<file path="src/verilog/svm_pkg.sv">
// constants and state type for the supply voltage monitor sequencer
// Overview of operation
// convert the supply-sense input once every 100 us while monitoring runs.
// start conversions only on the interval timer tick; otherwise wait idle.
// one conversion per trigger, then back to waiting for the next tick.
// convert one fixed channel taken from a channel-select setting, no scanning.
// raise the done event only when the result is at or below 0x5F.
// on each done event, log the result present at that moment into flash; an event that arrives while the previous write awaits its ack is not logged.
// after a done event, blink the lamp output with a 0.5 s period.
// block select 0..3 maps to 1 KiB blocks from 0xF1000; stay inside it.
// each log entry is a single byte, never above 0xFF.
// converter and timers all run from the single system clock.
// results are 8-bit, so threshold and logged bytes are 8-bit.
// pick the internal reference only while stopped; enable after 5 us settling.
// advance the log address one byte per write; stop at the block's end.
// the done event is a one-cycle pulse per qualifying conversion.
package svm_pkg;
   localparam int CLK_MHZ = 100;
   localparam int SAMPLE_US = 100;
   localparam int SETTLE_US = 5;
   localparam int BLINK_PERIOD_MS = 500;
   localparam int SAMPLE_CYC = SAMPLE_US * CLK_MHZ;
   localparam int SETTLE_CYC = (SETTLE_US * CLK_MHZ < 1) ? 1 : SETTLE_US * CLK_MHZ;
   localparam int BLINK_HALF_CYC = BLINK_PERIOD_MS * 1000 * CLK_MHZ / 2;
   localparam logic [7:0] LOW_THRESHOLD = 8'h5F;
   localparam logic [19:0] FLASH_BASE = 20'hF_1000;
   localparam logic [19:0] BLOCK_SIZE = 20'h0_0400;
   localparam logic [9:0] BLOCK_LAST = 10'h3FF;
   localparam logic [7:0] OFF_CTRL = 8'h00;
   localparam logic [7:0] OFF_STATUS = 8'h04;
   localparam logic [7:0] OFF_MASK = 8'h08;
   localparam logic [7:0] OFF_RESULT = 8'h0C;
   localparam logic [7:0] OFF_LOGADDR = 8'h10;
   localparam int CTRL_EN = 0;
   localparam int CTRL_BLK_LSB = 1;
   localparam int CTRL_CH_LSB = 4;
   localparam int ST_LOW = 0;
   localparam int ST_FULL = 1;
   localparam logic [1:0] RESP_OKAY = 2'b00;
   localparam logic [1:0] RESP_SLVERR = 2'b10;
   typedef enum logic [1:0] {SVM_OFF, SVM_SETTLE, SVM_WAIT, SVM_CONV} svm_state_t;
endpackage

</file>
<file path="src/verilog/svm_monitor.sv">
// supply voltage monitor sequencer with axi4-lite registers
`timescale 1ns/1ps
module svm_monitor
   import svm_pkg::*;
#(
   parameter int SAMPLE_CYCLES = SAMPLE_CYC,
   parameter int BLINK_HALF_CYCLES = BLINK_HALF_CYC
) (
   input wire logic aclk,
   input wire logic aresetn,
   input wire logic [7:0] s_axi_awaddr,
   input wire logic s_axi_awvalid,
   output logic s_axi_awready,
   input wire logic [31:0] s_axi_wdata,
   input wire logic [3:0] s_axi_wstrb,
   input wire logic s_axi_wvalid,
   output logic s_axi_wready,
   output logic [1:0] s_axi_bresp,
   output logic s_axi_bvalid,
   input wire logic s_axi_bready,
   input wire logic [7:0] s_axi_araddr,
   input wire logic s_axi_arvalid,
   output logic s_axi_arready,
   output logic [31:0] s_axi_rdata,
   output logic [1:0] s_axi_rresp,
   output logic s_axi_rvalid,
   input wire logic s_axi_rready,
   output logic ref_select_high,
   output logic ref_select_low,
   output logic comparator_enable,
   output logic conversion_run,
   output logic conv_start,
   output logic [2:0] adc_channel,
   input wire logic adc_done,
   input wire logic [7:0] adc_result,
   output logic conversion_done_event,
   output logic flash_wr_req,
   output logic [19:0] flash_wr_addr,
   output logic [7:0] flash_wr_data,
   input wire logic flash_wr_ack,
   output logic indicator_timer_output,
   output logic irq
);
   // ---------------- bus slave ----------------
   logic aw_hold_reg, w_hold_reg, bvalid_reg, rvalid_reg;
   logic [7:0] awaddr_reg;
   logic [31:0] wdata_reg, rdata_reg;
   logic [3:0] wstrb_reg;
   logic [1:0] bresp_reg, rresp_reg;
   logic [6:0] ctrl_reg;
   logic [1:0] status_reg, mask_reg;
   logic [7:0] result_reg;
   logic [9:0] ptr_reg;
   logic full_reg, irq_reg;

   wire aw_take = s_axi_awvalid && s_axi_awready;
   wire w_take = s_axi_wvalid && s_axi_wready;
   wire do_write = aw_hold_reg && w_hold_reg && !bvalid_reg;
   wire ar_take = s_axi_arvalid && s_axi_arready;
   wire wr_ctrl = do_write && wstrb_reg[0] && awaddr_reg == OFF_CTRL;
   wire wr_status = do_write && wstrb_reg[0] && awaddr_reg == OFF_STATUS;
   wire wr_mask = do_write && wstrb_reg[0] && awaddr_reg == OFF_MASK;
   wire wr_mapped = awaddr_reg == OFF_CTRL || awaddr_reg == OFF_STATUS
                    || awaddr_reg == OFF_MASK || awaddr_reg == OFF_RESULT
                    || awaddr_reg == OFF_LOGADDR;
   wire rd_mapped = s_axi_araddr == OFF_CTRL || s_axi_araddr == OFF_STATUS
                    || s_axi_araddr == OFF_MASK || s_axi_araddr == OFF_RESULT
                    || s_axi_araddr == OFF_LOGADDR;
   wire [31:0] rd_mux = (s_axi_araddr == OFF_CTRL) ? {25'h0, ctrl_reg} :
                        (s_axi_araddr == OFF_STATUS) ? {30'h0, status_reg} :
                        (s_axi_araddr == OFF_MASK) ? {30'h0, mask_reg} :
                        (s_axi_araddr == OFF_RESULT) ? {24'h0, result_reg} :
                        (s_axi_araddr == OFF_LOGADDR) ? {12'h0, flash_wr_addr} :
                        32'h0000_0000;

   assign s_axi_awready = !aw_hold_reg;
   assign s_axi_wready = !w_hold_reg;
   assign s_axi_arready = !rvalid_reg;
   assign s_axi_bvalid = bvalid_reg;
   assign s_axi_bresp = bresp_reg;
   assign s_axi_rvalid = rvalid_reg;
   assign s_axi_rdata = rdata_reg;
   assign s_axi_rresp = rresp_reg;

   always_ff @(posedge aclk) begin
      if (!aresetn) begin
         aw_hold_reg <= 1'b0;
         w_hold_reg <= 1'b0;
         bvalid_reg <= 1'b0;
         awaddr_reg <= 8'h00;
         wdata_reg <= 32'h0000_0000;
         wstrb_reg <= 4'h0;
         bresp_reg <= RESP_OKAY;
      end else begin
         if (aw_take) begin
            aw_hold_reg <= 1'b1;
            awaddr_reg <= s_axi_awaddr;
         end
         if (w_take) begin
            w_hold_reg <= 1'b1;
            wdata_reg <= s_axi_wdata;
            wstrb_reg <= s_axi_wstrb;
         end
         if (do_write) begin
            bvalid_reg <= 1'b1;
            bresp_reg <= wr_mapped ? RESP_OKAY : RESP_SLVERR;
         end else if (bvalid_reg && s_axi_bready) begin
            bvalid_reg <= 1'b0;
            aw_hold_reg <= 1'b0;
            w_hold_reg <= 1'b0;
         end
      end
   end

   always_ff @(posedge aclk) begin
      if (!aresetn) begin
         rvalid_reg <= 1'b0;
         rdata_reg <= 32'h0000_0000;
         rresp_reg <= RESP_OKAY;
      end else if (ar_take) begin
         rvalid_reg <= 1'b1;
         rdata_reg <= rd_mux;
         rresp_reg <= rd_mapped ? RESP_OKAY : RESP_SLVERR;
      end else if (s_axi_rready) begin
         rvalid_reg <= 1'b0;
      end
   end

   // ---------------- sequencer ----------------
   svm_state_t state_reg, state_next;
   logic [31:0] smp_cnt_reg, settle_cnt_reg, blink_cnt_reg;
   logic conv_start_reg, event_reg, req_reg, blink_en_reg, lamp_reg;
   logic [7:0] wr_data_reg;
   logic ref_linger_reg; // reference drops one cycle after the comparator

   wire enable = ctrl_reg[CTRL_EN];
   wire [1:0] blk_sel = ctrl_reg[CTRL_BLK_LSB +: 2];
   wire tick = enable && smp_cnt_reg == 32'(SAMPLE_CYCLES - 1);
   wire settled = settle_cnt_reg == 32'(SETTLE_CYC - 1);
   wire conv_end = state_reg == SVM_CONV && adc_done;
   wire low_hit = conv_end && adc_result <= LOW_THRESHOLD;
   wire log_take = event_reg && !full_reg && !req_reg;
   wire log_done = req_reg && flash_wr_ack;
   wire [19:0] blk_base = FLASH_BASE + 20'(blk_sel) * BLOCK_SIZE;

   always_comb begin
      state_next = state_reg;
      case (state_reg)
         SVM_OFF: if (enable) state_next = SVM_SETTLE;
         SVM_SETTLE: if (!enable) state_next = SVM_OFF; else if (settled) state_next = SVM_WAIT;
         SVM_WAIT: if (!enable) state_next = SVM_OFF; else if (tick) state_next = SVM_CONV;
         SVM_CONV: if (adc_done) state_next = enable ? SVM_WAIT : SVM_OFF;
         default: state_next = SVM_OFF;
      endcase
   end

   assign ref_select_high = state_reg != SVM_OFF || ref_linger_reg;
   assign ref_select_low = 1'b0;
   assign comparator_enable = state_reg == SVM_WAIT || state_reg == SVM_CONV;
   assign conversion_run = state_reg == SVM_CONV;
   assign conv_start = conv_start_reg;
   assign adc_channel = ctrl_reg[CTRL_CH_LSB +: 3];
   assign conversion_done_event = event_reg;
   assign flash_wr_req = req_reg;
   assign flash_wr_addr = blk_base | {10'h000, ptr_reg};
   assign flash_wr_data = wr_data_reg;
   assign indicator_timer_output = lamp_reg;
   assign irq = irq_reg;

   always_ff @(posedge aclk) begin
      if (!aresetn) begin
         state_reg <= SVM_OFF;
         smp_cnt_reg <= 32'h0000_0000;
         settle_cnt_reg <= 32'h0000_0000;
         conv_start_reg <= 1'b0;
         event_reg <= 1'b0;
         result_reg <= 8'h00;
         ref_linger_reg <= 1'b0;
      end else begin
         state_reg <= state_next;
         // period counter runs from enable, so ticks stay 100 us apart
         smp_cnt_reg <= (!enable || tick) ? 32'h0000_0000 : smp_cnt_reg + 32'h0000_0001;
         settle_cnt_reg <= (state_reg == SVM_SETTLE) ? settle_cnt_reg + 32'h0000_0001
                           : 32'h0000_0000;
         conv_start_reg <= state_reg == SVM_WAIT && state_next == SVM_CONV;
         event_reg <= low_hit;
         if (conv_end) result_reg <= adc_result;
         ref_linger_reg <= comparator_enable;
      end
   end

   // ---------------- flash log ----------------
   always_ff @(posedge aclk) begin
      if (!aresetn) begin
         req_reg <= 1'b0;
         wr_data_reg <= 8'h00;
         ptr_reg <= 10'h000;
         full_reg <= 1'b0;
      end else begin
         if (wr_ctrl) begin
            // a new block choice restarts logging at that block's base
            ptr_reg <= 10'h000;
            full_reg <= 1'b0;
         end else if (log_done) begin
            if (ptr_reg == BLOCK_LAST) full_reg <= 1'b1;
            else ptr_reg <= ptr_reg + 10'h001;
         end
         if (log_take) begin
            req_reg <= 1'b1;
            wr_data_reg <= result_reg;
         end else if (log_done) begin
            req_reg <= 1'b0;
         end
      end
   end

   // ---------------- lamp blink ----------------
   wire half_done = blink_cnt_reg == 32'(BLINK_HALF_CYCLES - 1);
   always_ff @(posedge aclk) begin
      if (!aresetn) begin
         blink_en_reg <= 1'b0;
         blink_cnt_reg <= 32'h0000_0000;
         lamp_reg <= 1'b0;
      end else begin
         if (event_reg) blink_en_reg <= 1'b1;
         else if (!enable) blink_en_reg <= 1'b0;
         if (!blink_en_reg || half_done) blink_cnt_reg <= 32'h0000_0000;
         else blink_cnt_reg <= blink_cnt_reg + 32'h0000_0001;
         if (!blink_en_reg) lamp_reg <= 1'b0;
         else if (half_done) lamp_reg <= !lamp_reg;
      end
   end

   // ---------------- registers and interrupt ----------------
   wire [1:0] sts_set = {log_done && ptr_reg == BLOCK_LAST, event_reg};
   wire [1:0] sts_clr = wr_status ? wdata_reg[1:0] : 2'b00;
   always_ff @(posedge aclk) begin
      if (!aresetn) begin
         ctrl_reg <= 7'h00;
         mask_reg <= 2'b00;
         status_reg <= 2'b00;
         irq_reg <= 1'b0;
      end else begin
         if (wr_ctrl) ctrl_reg <= wdata_reg[6:0];
         if (wr_mask) mask_reg <= wdata_reg[1:0];
         // set beats a same-cycle write-one clear
         status_reg <= (status_reg & ~sts_clr) | sts_set;
         irq_reg <= |(status_reg & mask_reg);
      end
   end

   // ---------------- checks ----------------
   a_event_low_only: assert property (@(posedge aclk) disable iff (!aresetn)
      conversion_done_event |-> $past(adc_done) && $past(adc_result) <= LOW_THRESHOLD
         && $past(conversion_run))
      else $error("done event without low result");
   a_event_one_cycle: assert property (@(posedge aclk) disable iff (!aresetn)
      conversion_done_event |=> !conversion_done_event)
      else $error("done event longer than one cycle");
   a_start_after_tick: assert property (@(posedge aclk) disable iff (!aresetn)
      conv_start |-> $past(tick) && $past(state_reg == SVM_WAIT) && conversion_run)
      else $error("conversion started without tick");
   a_one_conv_trigger: assert property (@(posedge aclk) disable iff (!aresetn)
      conversion_run && adc_done |=> !conversion_run)
      else $error("conversion kept running after result");
   a_ref_settle_time: assert property (@(posedge aclk) disable iff (!aresetn)
      $rose(comparator_enable) |-> $past(settle_cnt_reg) == 32'(SETTLE_CYC - 1)
         && ref_select_high)
      else $error("comparator enabled before settling");
   a_ref_change_stopped: assert property (@(posedge aclk) disable iff (!aresetn)
      $changed(ref_select_high) |-> !$past(comparator_enable) && !$past(conversion_run))
      else $error("reference changed while converting");
   a_log_follows_event: assert property (@(posedge aclk) disable iff (!aresetn)
      conversion_done_event && !full_reg && !flash_wr_req && !wr_ctrl
         |=> flash_wr_req && flash_wr_data == result_reg)
      else $error("event not logged");
   a_addr_in_block: assert property (@(posedge aclk) disable iff (!aresetn)
      flash_wr_req |-> flash_wr_addr >= blk_base && flash_wr_addr <= blk_base + 20'h0_03FF)
      else $error("log address outside block");
   a_log_advance: assert property (@(posedge aclk) disable iff (!aresetn)
      flash_wr_req && flash_wr_ack && !wr_ctrl && ptr_reg != BLOCK_LAST
         |=> ptr_reg == $past(ptr_reg) + 10'h001 && !full_reg)
      else $error("log address did not advance");
   a_lamp_half_period: assert property (@(posedge aclk) disable iff (!aresetn)
      $changed(indicator_timer_output) && $past(blink_en_reg)
         |-> $past(blink_cnt_reg) == 32'(BLINK_HALF_CYCLES - 1))
      else $error("lamp toggled off schedule");

   // guards for the start pulse, the result, the reference, the log port, the lamp and the interrupt
   a_start_one_pulse: assert property (@(posedge aclk) disable iff (!aresetn)
      conv_start |=> !conv_start)
      else $error("start pulse longer than one cycle");
   a_run_needs_start: assert property (@(posedge aclk) disable iff (!aresetn)
      $rose(conversion_run) |-> conv_start)
      else $error("conversion ran without start pulse");
   a_wait_stays_idle: assert property (@(posedge aclk) disable iff (!aresetn)
      state_reg == SVM_WAIT && !tick |=> !conversion_run)
      else $error("conversion began without tick");
   a_result_capture: assert property (@(posedge aclk) disable iff (!aresetn)
      conversion_run && adc_done |=> result_reg == $past(adc_result))
      else $error("result byte not captured");
   a_event_result_low: assert property (@(posedge aclk) disable iff (!aresetn)
      conversion_done_event |-> result_reg <= LOW_THRESHOLD)
      else $error("event with result above threshold");
   a_comp_needs_ref: assert property (@(posedge aclk) disable iff (!aresetn)
      comparator_enable |-> ref_select_high)
      else $error("comparator on without reference");
   a_settle_comp_off: assert property (@(posedge aclk) disable iff (!aresetn)
      state_reg == SVM_SETTLE |-> ref_select_high && !comparator_enable)
      else $error("comparator on during settling");
   a_req_held: assert property (@(posedge aclk) disable iff (!aresetn)
      flash_wr_req && !flash_wr_ack && !wr_ctrl
         |=> flash_wr_req && $stable(flash_wr_addr) && $stable(flash_wr_data))
      else $error("log request changed before ack");
   a_req_drop_ack: assert property (@(posedge aclk) disable iff (!aresetn)
      flash_wr_req && flash_wr_ack |=> !flash_wr_req)
      else $error("log request held after ack");
   a_ptr_hold: assert property (@(posedge aclk) disable iff (!aresetn)
      !(flash_wr_req && flash_wr_ack) && !wr_ctrl |=> $stable(ptr_reg))
      else $error("log address moved without a write");
   a_full_at_last: assert property (@(posedge aclk) disable iff (!aresetn)
      flash_wr_req && flash_wr_ack && ptr_reg == BLOCK_LAST && !wr_ctrl
         |=> full_reg && status_reg[ST_FULL])
      else $error("block end not flagged");
   a_full_no_log: assert property (@(posedge aclk) disable iff (!aresetn)
      full_reg && !flash_wr_req && !wr_ctrl |=> !flash_wr_req)
      else $error("logging past block end");
   a_blink_after_event: assert property (@(posedge aclk) disable iff (!aresetn)
      conversion_done_event |=> blink_en_reg)
      else $error("blinking not started by event");
   a_lamp_off_idle: assert property (@(posedge aclk) disable iff (!aresetn)
      !blink_en_reg |=> !indicator_timer_output)
      else $error("lamp lit while not blinking");
   a_status_set_wins: assert property (@(posedge aclk) disable iff (!aresetn)
      event_reg |=> status_reg[ST_LOW])
      else $error("event status bit not set");
   a_irq_follows_status: assert property (@(posedge aclk) disable iff (!aresetn)
      1'b1 |-> irq == $past(|(status_reg & mask_reg)))
      else $error("interrupt does not follow status");

endmodule

</file>
<file path="config.mk">
export PLATFORM = sky130hd
export DESIGN_NAME = svm_monitor
export DESIGN_NICKNAME = d
export VERILOG_FILES = /design/src/verilog/svm_pkg.sv /design/src/verilog/svm_monitor.sv
export SDC_FILE = /design/constraint.sdc
export NUM_CORES = 1
export LEC_CHECK = 0
export BUFFER_PORTS_ARGS = -buffer_cell sky130_fd_sc_hd__clkbuf_2
export CAP_MARGIN = 5
export CORE_UTILIZATION = 51
export DETAILED_ROUTE_END_ITERATION = 16
export GPL_TIMING_DRIVEN = 0
export PLACE_DENSITY = 0.77
export RECOVER_POWER = 100
export SETUP_SLACK_MARGIN = 0.15
export SLEW_MARGIN = 5
export SYNTH_ARGS = -nofsm -noshare
export SYNTH_HDL_FRONTEND = slang
export SYNTH_SLANG_ARGS = --single-unit
</file>
<file path="constraint.sdc">
create_clock -name aclk -period 1.95 [get_ports aclk]
set_input_delay 0.39 -clock aclk [delete_from_list [all_inputs] [get_ports aclk]]
set_output_delay 0.39 -clock aclk [all_outputs]
set_load 0.01 [all_outputs]
</file>
==> out/results.txt, run 1 <==
Final ANT Viol Nets: 0
Final period util: 107%
DR WL/cell: 18.4 um
Reg2reg end: settle_cnt_reg[18]$_SDFF_PN0_
Number of distinct library cells after synthesis: 58
FFs w/ async S/R, synth: 0%
Peak supply drop: 0.000681 V
Total of max-cap violations: 0
Pin count of the biggest net entering global routing: 17
Prevailing post-synth register cell: dfxtp_1
R2r setup slk: -140 ps
Hold path cells: 2
P_leak: 0.00402 uW
WP data required: 2300 ps
CTS tree: yes
First-pass GRT wire length: 37,000 um
Hold path endpoint: w_hold_reg$_SDFF_PN0_
Status: complete, but fails checks
Number of global-route vias before repair: 7,554
Final Skew: 6.99 ps
H-tree depth: 4
I/O pin total: 150
Synth warn: 0
Mux contribution to synthesized area: 3.97%
Cell area after synthesis: 8320 sq um
Horiz. Die Dim: 130 um
Post-synthesis xor/xnor area fraction: 4.42%
Violated checks: setup timing
DR vias: 8,667
Clock buffer depth: 2
FF+latch count, synth: 178
Commonest non-fill, non-tap cell in the layout: dfxtp_1
Hold Fails Final Rpt: 0
Worst r2r path cells: 6
CTS root buffer: clkbuf_16
Largest family of logic cells by synthesized area: simple AND/OR/NAND/NOR gates
GRT Util Overall: 27.7%
# DRC: 0
R2r startpoint: settle_cnt_reg[1]$_SDFF_PN0_
PwrDens: 634 nW/um^2
Synth Area in Simple Gates: 27.5%
Most frequent cells in the layout: dfxtp_1, buf_4, nor2_1
Final global-route overflow total: 0
Initial antenna violation count: 0
Layout area overhead: 40.6%
Critical path endpoint category: flop
Crit Path Max Fanout: 3
CP startpoint kind: flop
Crit path kind: reg -> reg
Synth Instances: 969
Final min period: 2090 ps
Routability cong.: 0.859
Fillers: 1,156
DRT Wirelength: 26,200 um
Slew Limit Headroom: 25.0%
Crit path DAT: 2440 ps
Final Worst Setup Slack: -144 ps
Setup-failing EPs final: 49
Number of flops mapped to enable cells by yosys: 0
Initial core utilization: 52.4%
Core area: 15,900 sq um
Row count: 46
Number of diodes: 0
Syn_area_per_cell: 8.59 sq um
Pins Over Slew Limit: 0
Vias per inst: 6.08
Setup TNS: -2310 ps
Sink Count: 178
Die Height: 130 um
Synth Area in Adders: 0.602%
Total CTS buffers: 17
Multi-input logic area: 5170 sq um
Unrepaired setup endpoints after global routing: yes
Skew-Pair Late Insertion Delay: 430 ps
DRT iter0 DRCs: 842
Compound-Gate Fraction of Synth Area: 14.0%
PortBufs: 94
Router iterations before antenna repair: 5
Worst-Margin Slew: 1120 ps
FF/Latch Area: 3700 sq um
Fmax: 0.477 GHz
Placed Area: 9360 sq um
Share of layout cells above drive strength 1: 35.8%
Worst Hold Class: in -> reg
Die area: 16,800 sq um
Worst Hold Launch: s_axi_wvalid
Final net count: 1,270
Design Area, Final: 11,700 sq um
Post-synthesis sequential area ratio: 42.8%
Worst-path clk slew: 70 ps
Post-DP HPWL: 14,400 um
-- what timing repair did --
item                       in CTS  in global routing
pin swaps                      49                 55
resized for setup             134                184
cloned                          2                  2
hold endpoints to repair        0                  0
setup buffers                  64                 24
hold buffers                    0                  0
setup endpoints to repair      99                114
-- worst max-delay path, stage by stage, from the launching register on --
cell and delay [ps]:
dfxtp_4 380, ha_4 130, nand4_1 160, or4_4 620, buf_6 150, or4_4 420, a21oi_2 140
-- how the worst max path moves through the flow --
stage	start	end	slack, ps	cells after the start
2_1_floorplan	awaddr_reg[1]$_SDFFE_PN0P_	status_reg[0]$_SDFF_PN0_	70	5
3_3_place_gp	blink_cnt_reg[18]$_SDFF_PP0_	blink_cnt_reg[9]$_SDFF_PP0_	-230	5
3_5_place_dp	blink_cnt_reg[18]$_SDFF_PP0_	blink_cnt_reg[8]$_SDFF_PP0_	-250	5
4_1_cts	awaddr_reg[1]$_SDFFE_PN0P_	status_reg[1]$_SDFF_PN0_	-40	5
5_1_grt	blink_cnt_reg[1]$_SDFF_PP0_	blink_cnt_reg[24]$_SDFF_PP0_	-170	7
6_report	settle_cnt_reg[1]$_SDFF_PN0_	settle_cnt_reg[18]$_SDFF_PN0_	-140	6
-- where the power goes --
part           switching (uW)  internal [uW]  total (uW)
clock network            1490           1960        3440
registers                27.6           3630        3660
logic                     180            132         312
-- metrics by stage --
stage / hold WS [ps] / utilization, % / std cells / power [uW] / setup slack (ps)
2_1_floorplan: 420 / - / 993 / 3960 / 70.4
3_3_place_gp: 429 / 58.9 / 1303 / 4060 / -235
3_5_place_dp: 441 / 58.9 / 1303 / 4060 / -252
4_1_cts: 155 / 68.7 / 1401 / 7410 / -44.5
5_1_grt: 173 / 73.6 / 1426 / 7610 / -175
6_report: 162 / 73.6 / 1426 / 7420 / -144
-- synth_stat cells, types with 31 or more instances --
library cell / count / area share, %
a21oi_1: 68 / 4.1
buf_4: 35 / 3.2
clkbuf_1: 38 / 1.7
dfxtp_1: 178 / 43
mux2i_1: 33 / 4.0
nand2_1: 71 / 3.2
nand3_1: 49 / 2.9
nor2_1: 76 / 3.4
nor3_1: 32 / 1.9
nor4_1: 31 / 2.3
o21ai_0: 43 / 2.6
or4_1: 31 / 2.8
xnor2_1: 33 / 3.5
-- metal layers --
metal	wire, um	up-vias	share of wire (%)	GRT usage (%)
li1	-	3969	-	-
met1	10700	4119	41	36.1
met2	12800	482	49	45.1
met3	1940	97	7.4	5.13
met4	799	0	3.0	11.7
met5	0	-	0	0
-- cell families (layout without fill, tap and decap cells) --
| logic type | Yosys count | in the layout |
|---|---|---|
| AND/OR/NAND/NOR | 414 | 414 |
| AO/OA/AOI/OAI | 188 | 188 |
| flip-flops | 178 | 178 |
| buffers and inverters | 108 | 325 |
| XOR/XNOR | 42 | 42 |
| multiplexers | 33 | 33 |
| adder cells (fa/ha/maj) | 4 | 4 |
| other | 2 | 26 |
-- layout make-up --
| cell class | count | area share [%] |
|---|---|---|
| multi-input combinational | 707 | 44.2 |
| sequential | 178 | 31.6 |
| timing repair buffer | 186 | 10.6 |
| buffer | 83 | 5.52 |
| clock buffer | 20 | 3.90 |
| tap | 216 | 2.31 |
| clock inverter | 12 | 1.12 |
| inverter | 24 | 0.770 |
(Power assumes the default switching activity.)
==> inputs of run 2 (changes only) <==
--- a/config.mk
+++ b/config.mk
@@ -7,10 +7,10 @@
 export LEC_CHECK = 0
 export BUFFER_PORTS_ARGS = -buffer_cell sky130_fd_sc_hd__clkbuf_2
 export CAP_MARGIN = 5
-export CORE_UTILIZATION = 51
+export CORE_UTILIZATION = 56
 export DETAILED_ROUTE_END_ITERATION = 16
 export GPL_TIMING_DRIVEN = 0
-export PLACE_DENSITY = 0.77
+export PLACE_DENSITY = 0.8
 export RECOVER_POWER = 100
 export SETUP_SLACK_MARGIN = 0.15
 export SLEW_MARGIN = 5
==> constraint.sdc (replaced) <==
create_clock -name aclk -period 2.2 [get_ports aclk]
set_input_delay 0.44 -clock aclk [delete_from_list [all_inputs] [get_ports aclk]]
set_output_delay 0.44 -clock aclk [all_outputs]
set_load 0.01 [all_outputs]
==> run 2 against run 1 <==
The run now ends clean. Sequential share of layout area increased by 4.0 points. Final cell count decreased by 7.2%. Total power decreased by 10%. Largest power group unchanged. Routed wire length decreased by 18%. Worst setup slack improved by 190 ps. Register-to-register slack improved by 190 ps. Critical endpoint is now settle_cnt_reg[16]$_SDFF_PN0_. Critical path depth unchanged. Global-route usage increased by 0.084 points. Sequential cell count unchanged. Final area decreased by 13%. Non-clock buffer count decreased by 72.
==> out/results.txt, run 2 (synthesized netlist as in run 1, its figures left out) <==
Layout area overhead: 22.5%
PortBufs: 94 (unchanged)
Multi-input logic area: 4530 sq um (-12%)
Hold Fails Final Rpt: 0 (unchanged)
Final global-route overflow total: 0 (unchanged)
Vias per inst: 5.87 (-3.5%)
Worst Hold Class: in -> reg
Most frequent cells in the layout: dfxtp_1, clkbuf_1, nor2_1
Total CTS buffers: 17 (unchanged)
Number of global-route vias before repair: 6,919 (-8.4%)
Slew Limit Headroom: 52.5% (+28 points)
Core area: 14,500 sq um (-8.5%)
Die Height: 124 um (-4.5%)
Layout Cells excl Fill: 1,323 (-7.2%)
Pins Over Slew Limit: 0 (unchanged)
Total of max-cap violations: 0 (unchanged)
Peak supply drop: 0.000561 V (-18%)
Crit Path Max Fanout: 5 (+2)
Post-DP HPWL: 14,200 um (-1.6%)
CP max stage cell: or4_4
DR WL/cell: 16.2 um (-12%)
Final Skew: 8.32 ps (+1.34 ps)
DRT Wirelength: 21,400 um (-18%)
Worst-path clk slew: 70 ps (about the same)
Clock buffer depth: 2 (unchanged)
# DRC: 0 (unchanged)
FF/Latch Area: 3630 sq um (-1.9%)
DR vias: 7,761 (-10%)
CTS root buffer: clkbuf_16
Die area: 15,300 sq um (-8.8%)
Final net count: 1,198 (-5.7%)
Initial core utilization: 57.2% (+4.9 points)
DRT iter0 DRCs: 720 (-14%)
WP data required: 2550 ps (+250 ps)
Sink Count: 178 (unchanged)
Final min period: 2150 ps (+58.6 ps)
Crit-path cells: ha_4, nand4_1, or4_4, buf_12, or4_1, a21oi_1
Status: completed
P_leak: 0.00336 uW (-16%)
Initial antenna violation count: 0 (unchanged)
Crit path kind: reg -> reg
CP max stage delay: 600 ps (-20 ps)
CP startpoint kind: flop
PwrDens: 654 nW/um^2 (+3.1%)
Total power: 6660 uW (-10%)
Share of layout cells above drive strength 1: 18.8% (-17 points)
GRT Util Overall: 27.8% (+0.084 points)
Fin util: 70.1% (-3.5 points)
Commonest non-fill, non-tap cell in the layout: dfxtp_1
Placed Cells: 1,271 (-2.5%)
H-tree depth: 4 (unchanged)
Worst-Margin Slew: 706 ps (-419 ps)
Hold slack: 186 ps (+23.6 ps)
Routability cong.: 0.839 (-2.2%)
CTS tree: yes
Skew-Pair Late Insertion Delay: 440 ps (about the same)
Unrepaired setup endpoints after global routing: yes
Critical path endpoint category: flop
R2r setup slk: 50 ps (+190 ps)
Crit path DAT: 2500 ps (+60 ps)
Fmax: 0.464 GHz (-2.7%)
Pin count of the biggest net entering global routing: 18 (+1)
I/O pin total: 150 (unchanged)
Fillers: 1,147 (-0.78%)
Horiz. Die Dim: 124 um (-4.5%)
Final period util: 97.9% (-9.5 points)
Setup-failing EPs final: 0 (-100%)
Final ANT Viol Nets: 0 (unchanged)
Row count: 44 (-4.3%)
First-pass GRT wire length: 33,300 um (-10%)
Router iterations before antenna repair: 5 (unchanged)
[run 2: changes by cell type in the layout (fill, tap and decap cells not counted), sizes merged]
cell      delta
buf         -78
clkbuf       +5
inv          +5
clkinvlp     -3
clkinv       -1
diode        +1
[run 2: cell type report]
type                       instances  area share [%]
antenna                            1          0.0246
clock inverter                    13            1.63
tap                              184            2.26
buffer                            84            5.20
clock buffer                      19            4.35
multi-input combinational        707            44.5
inverter                          24           0.884
timing repair buffer             113            5.60
sequential                       178            35.6
[run 2: metrics by stage]
stage | area (sq um) | worst slack (ps) | TNS [ps]
final | 10200 | 47.0 | 0
after CTS | 9970 | 97.3 | 0
after floorplan | 8410 | 151 | 0
after global routing | 10200 | -20.8 | -27.4
after global placement | 9110 | -247 | -6490
after detailed placement | 9110 | -263 | -7440
[run 2: worst max-delay path, delay by kind of cell, from the launching register on]
family | cells | cell delay, ps
buf+inv | 1 | 170
fa+ha+maj | 1 | 190
compound gates | 1 | 140
simple gates | 3 | 1130
flops | 1 | 440
[run 2: worst paths after layout]
| path | from | end | depth (start not counted) |
|---|---|---|---|
| min | adc_result[7] | conversion_done_event$_SDFF_PN0_ | 2 |
| min reg2reg | smp_cnt_reg[0]$_SDFF_PP0_ | smp_cnt_reg[0]$_SDFF_PP0_ | 1 |
| max reg2reg | settle_cnt_reg[0]$_SDFF_PN0_ | settle_cnt_reg[16]$_SDFF_PN0_ | 6 |
| max | settle_cnt_reg[0]$_SDFF_PN0_ | settle_cnt_reg[16]$_SDFF_PN0_ | 6 |
[run 2: power breakdown]
group / total (uW) / internal, uW / switching [uW]
Clock: 3140 / 1750 / 1390
Sequential: 3260 / 3230 / 23.9
Combinational: 265 / 113 / 152
Total: 6660 / 5090 / 1570
[run 2: per-layer routing]
layer  track usage, %  wire length (um)
met3             7.33              1360
met2             44.9             10200
met1             35.2              9380
met4             11.0               402
met5                0                 0
[run 2: timing repair]
item                       CTS  global route
setup endpoints to repair   84            90
cloned                       0             1
resized for setup           55            65
buffers inserted             8            10
pin swaps                    9            12
hold buffers                 0             0
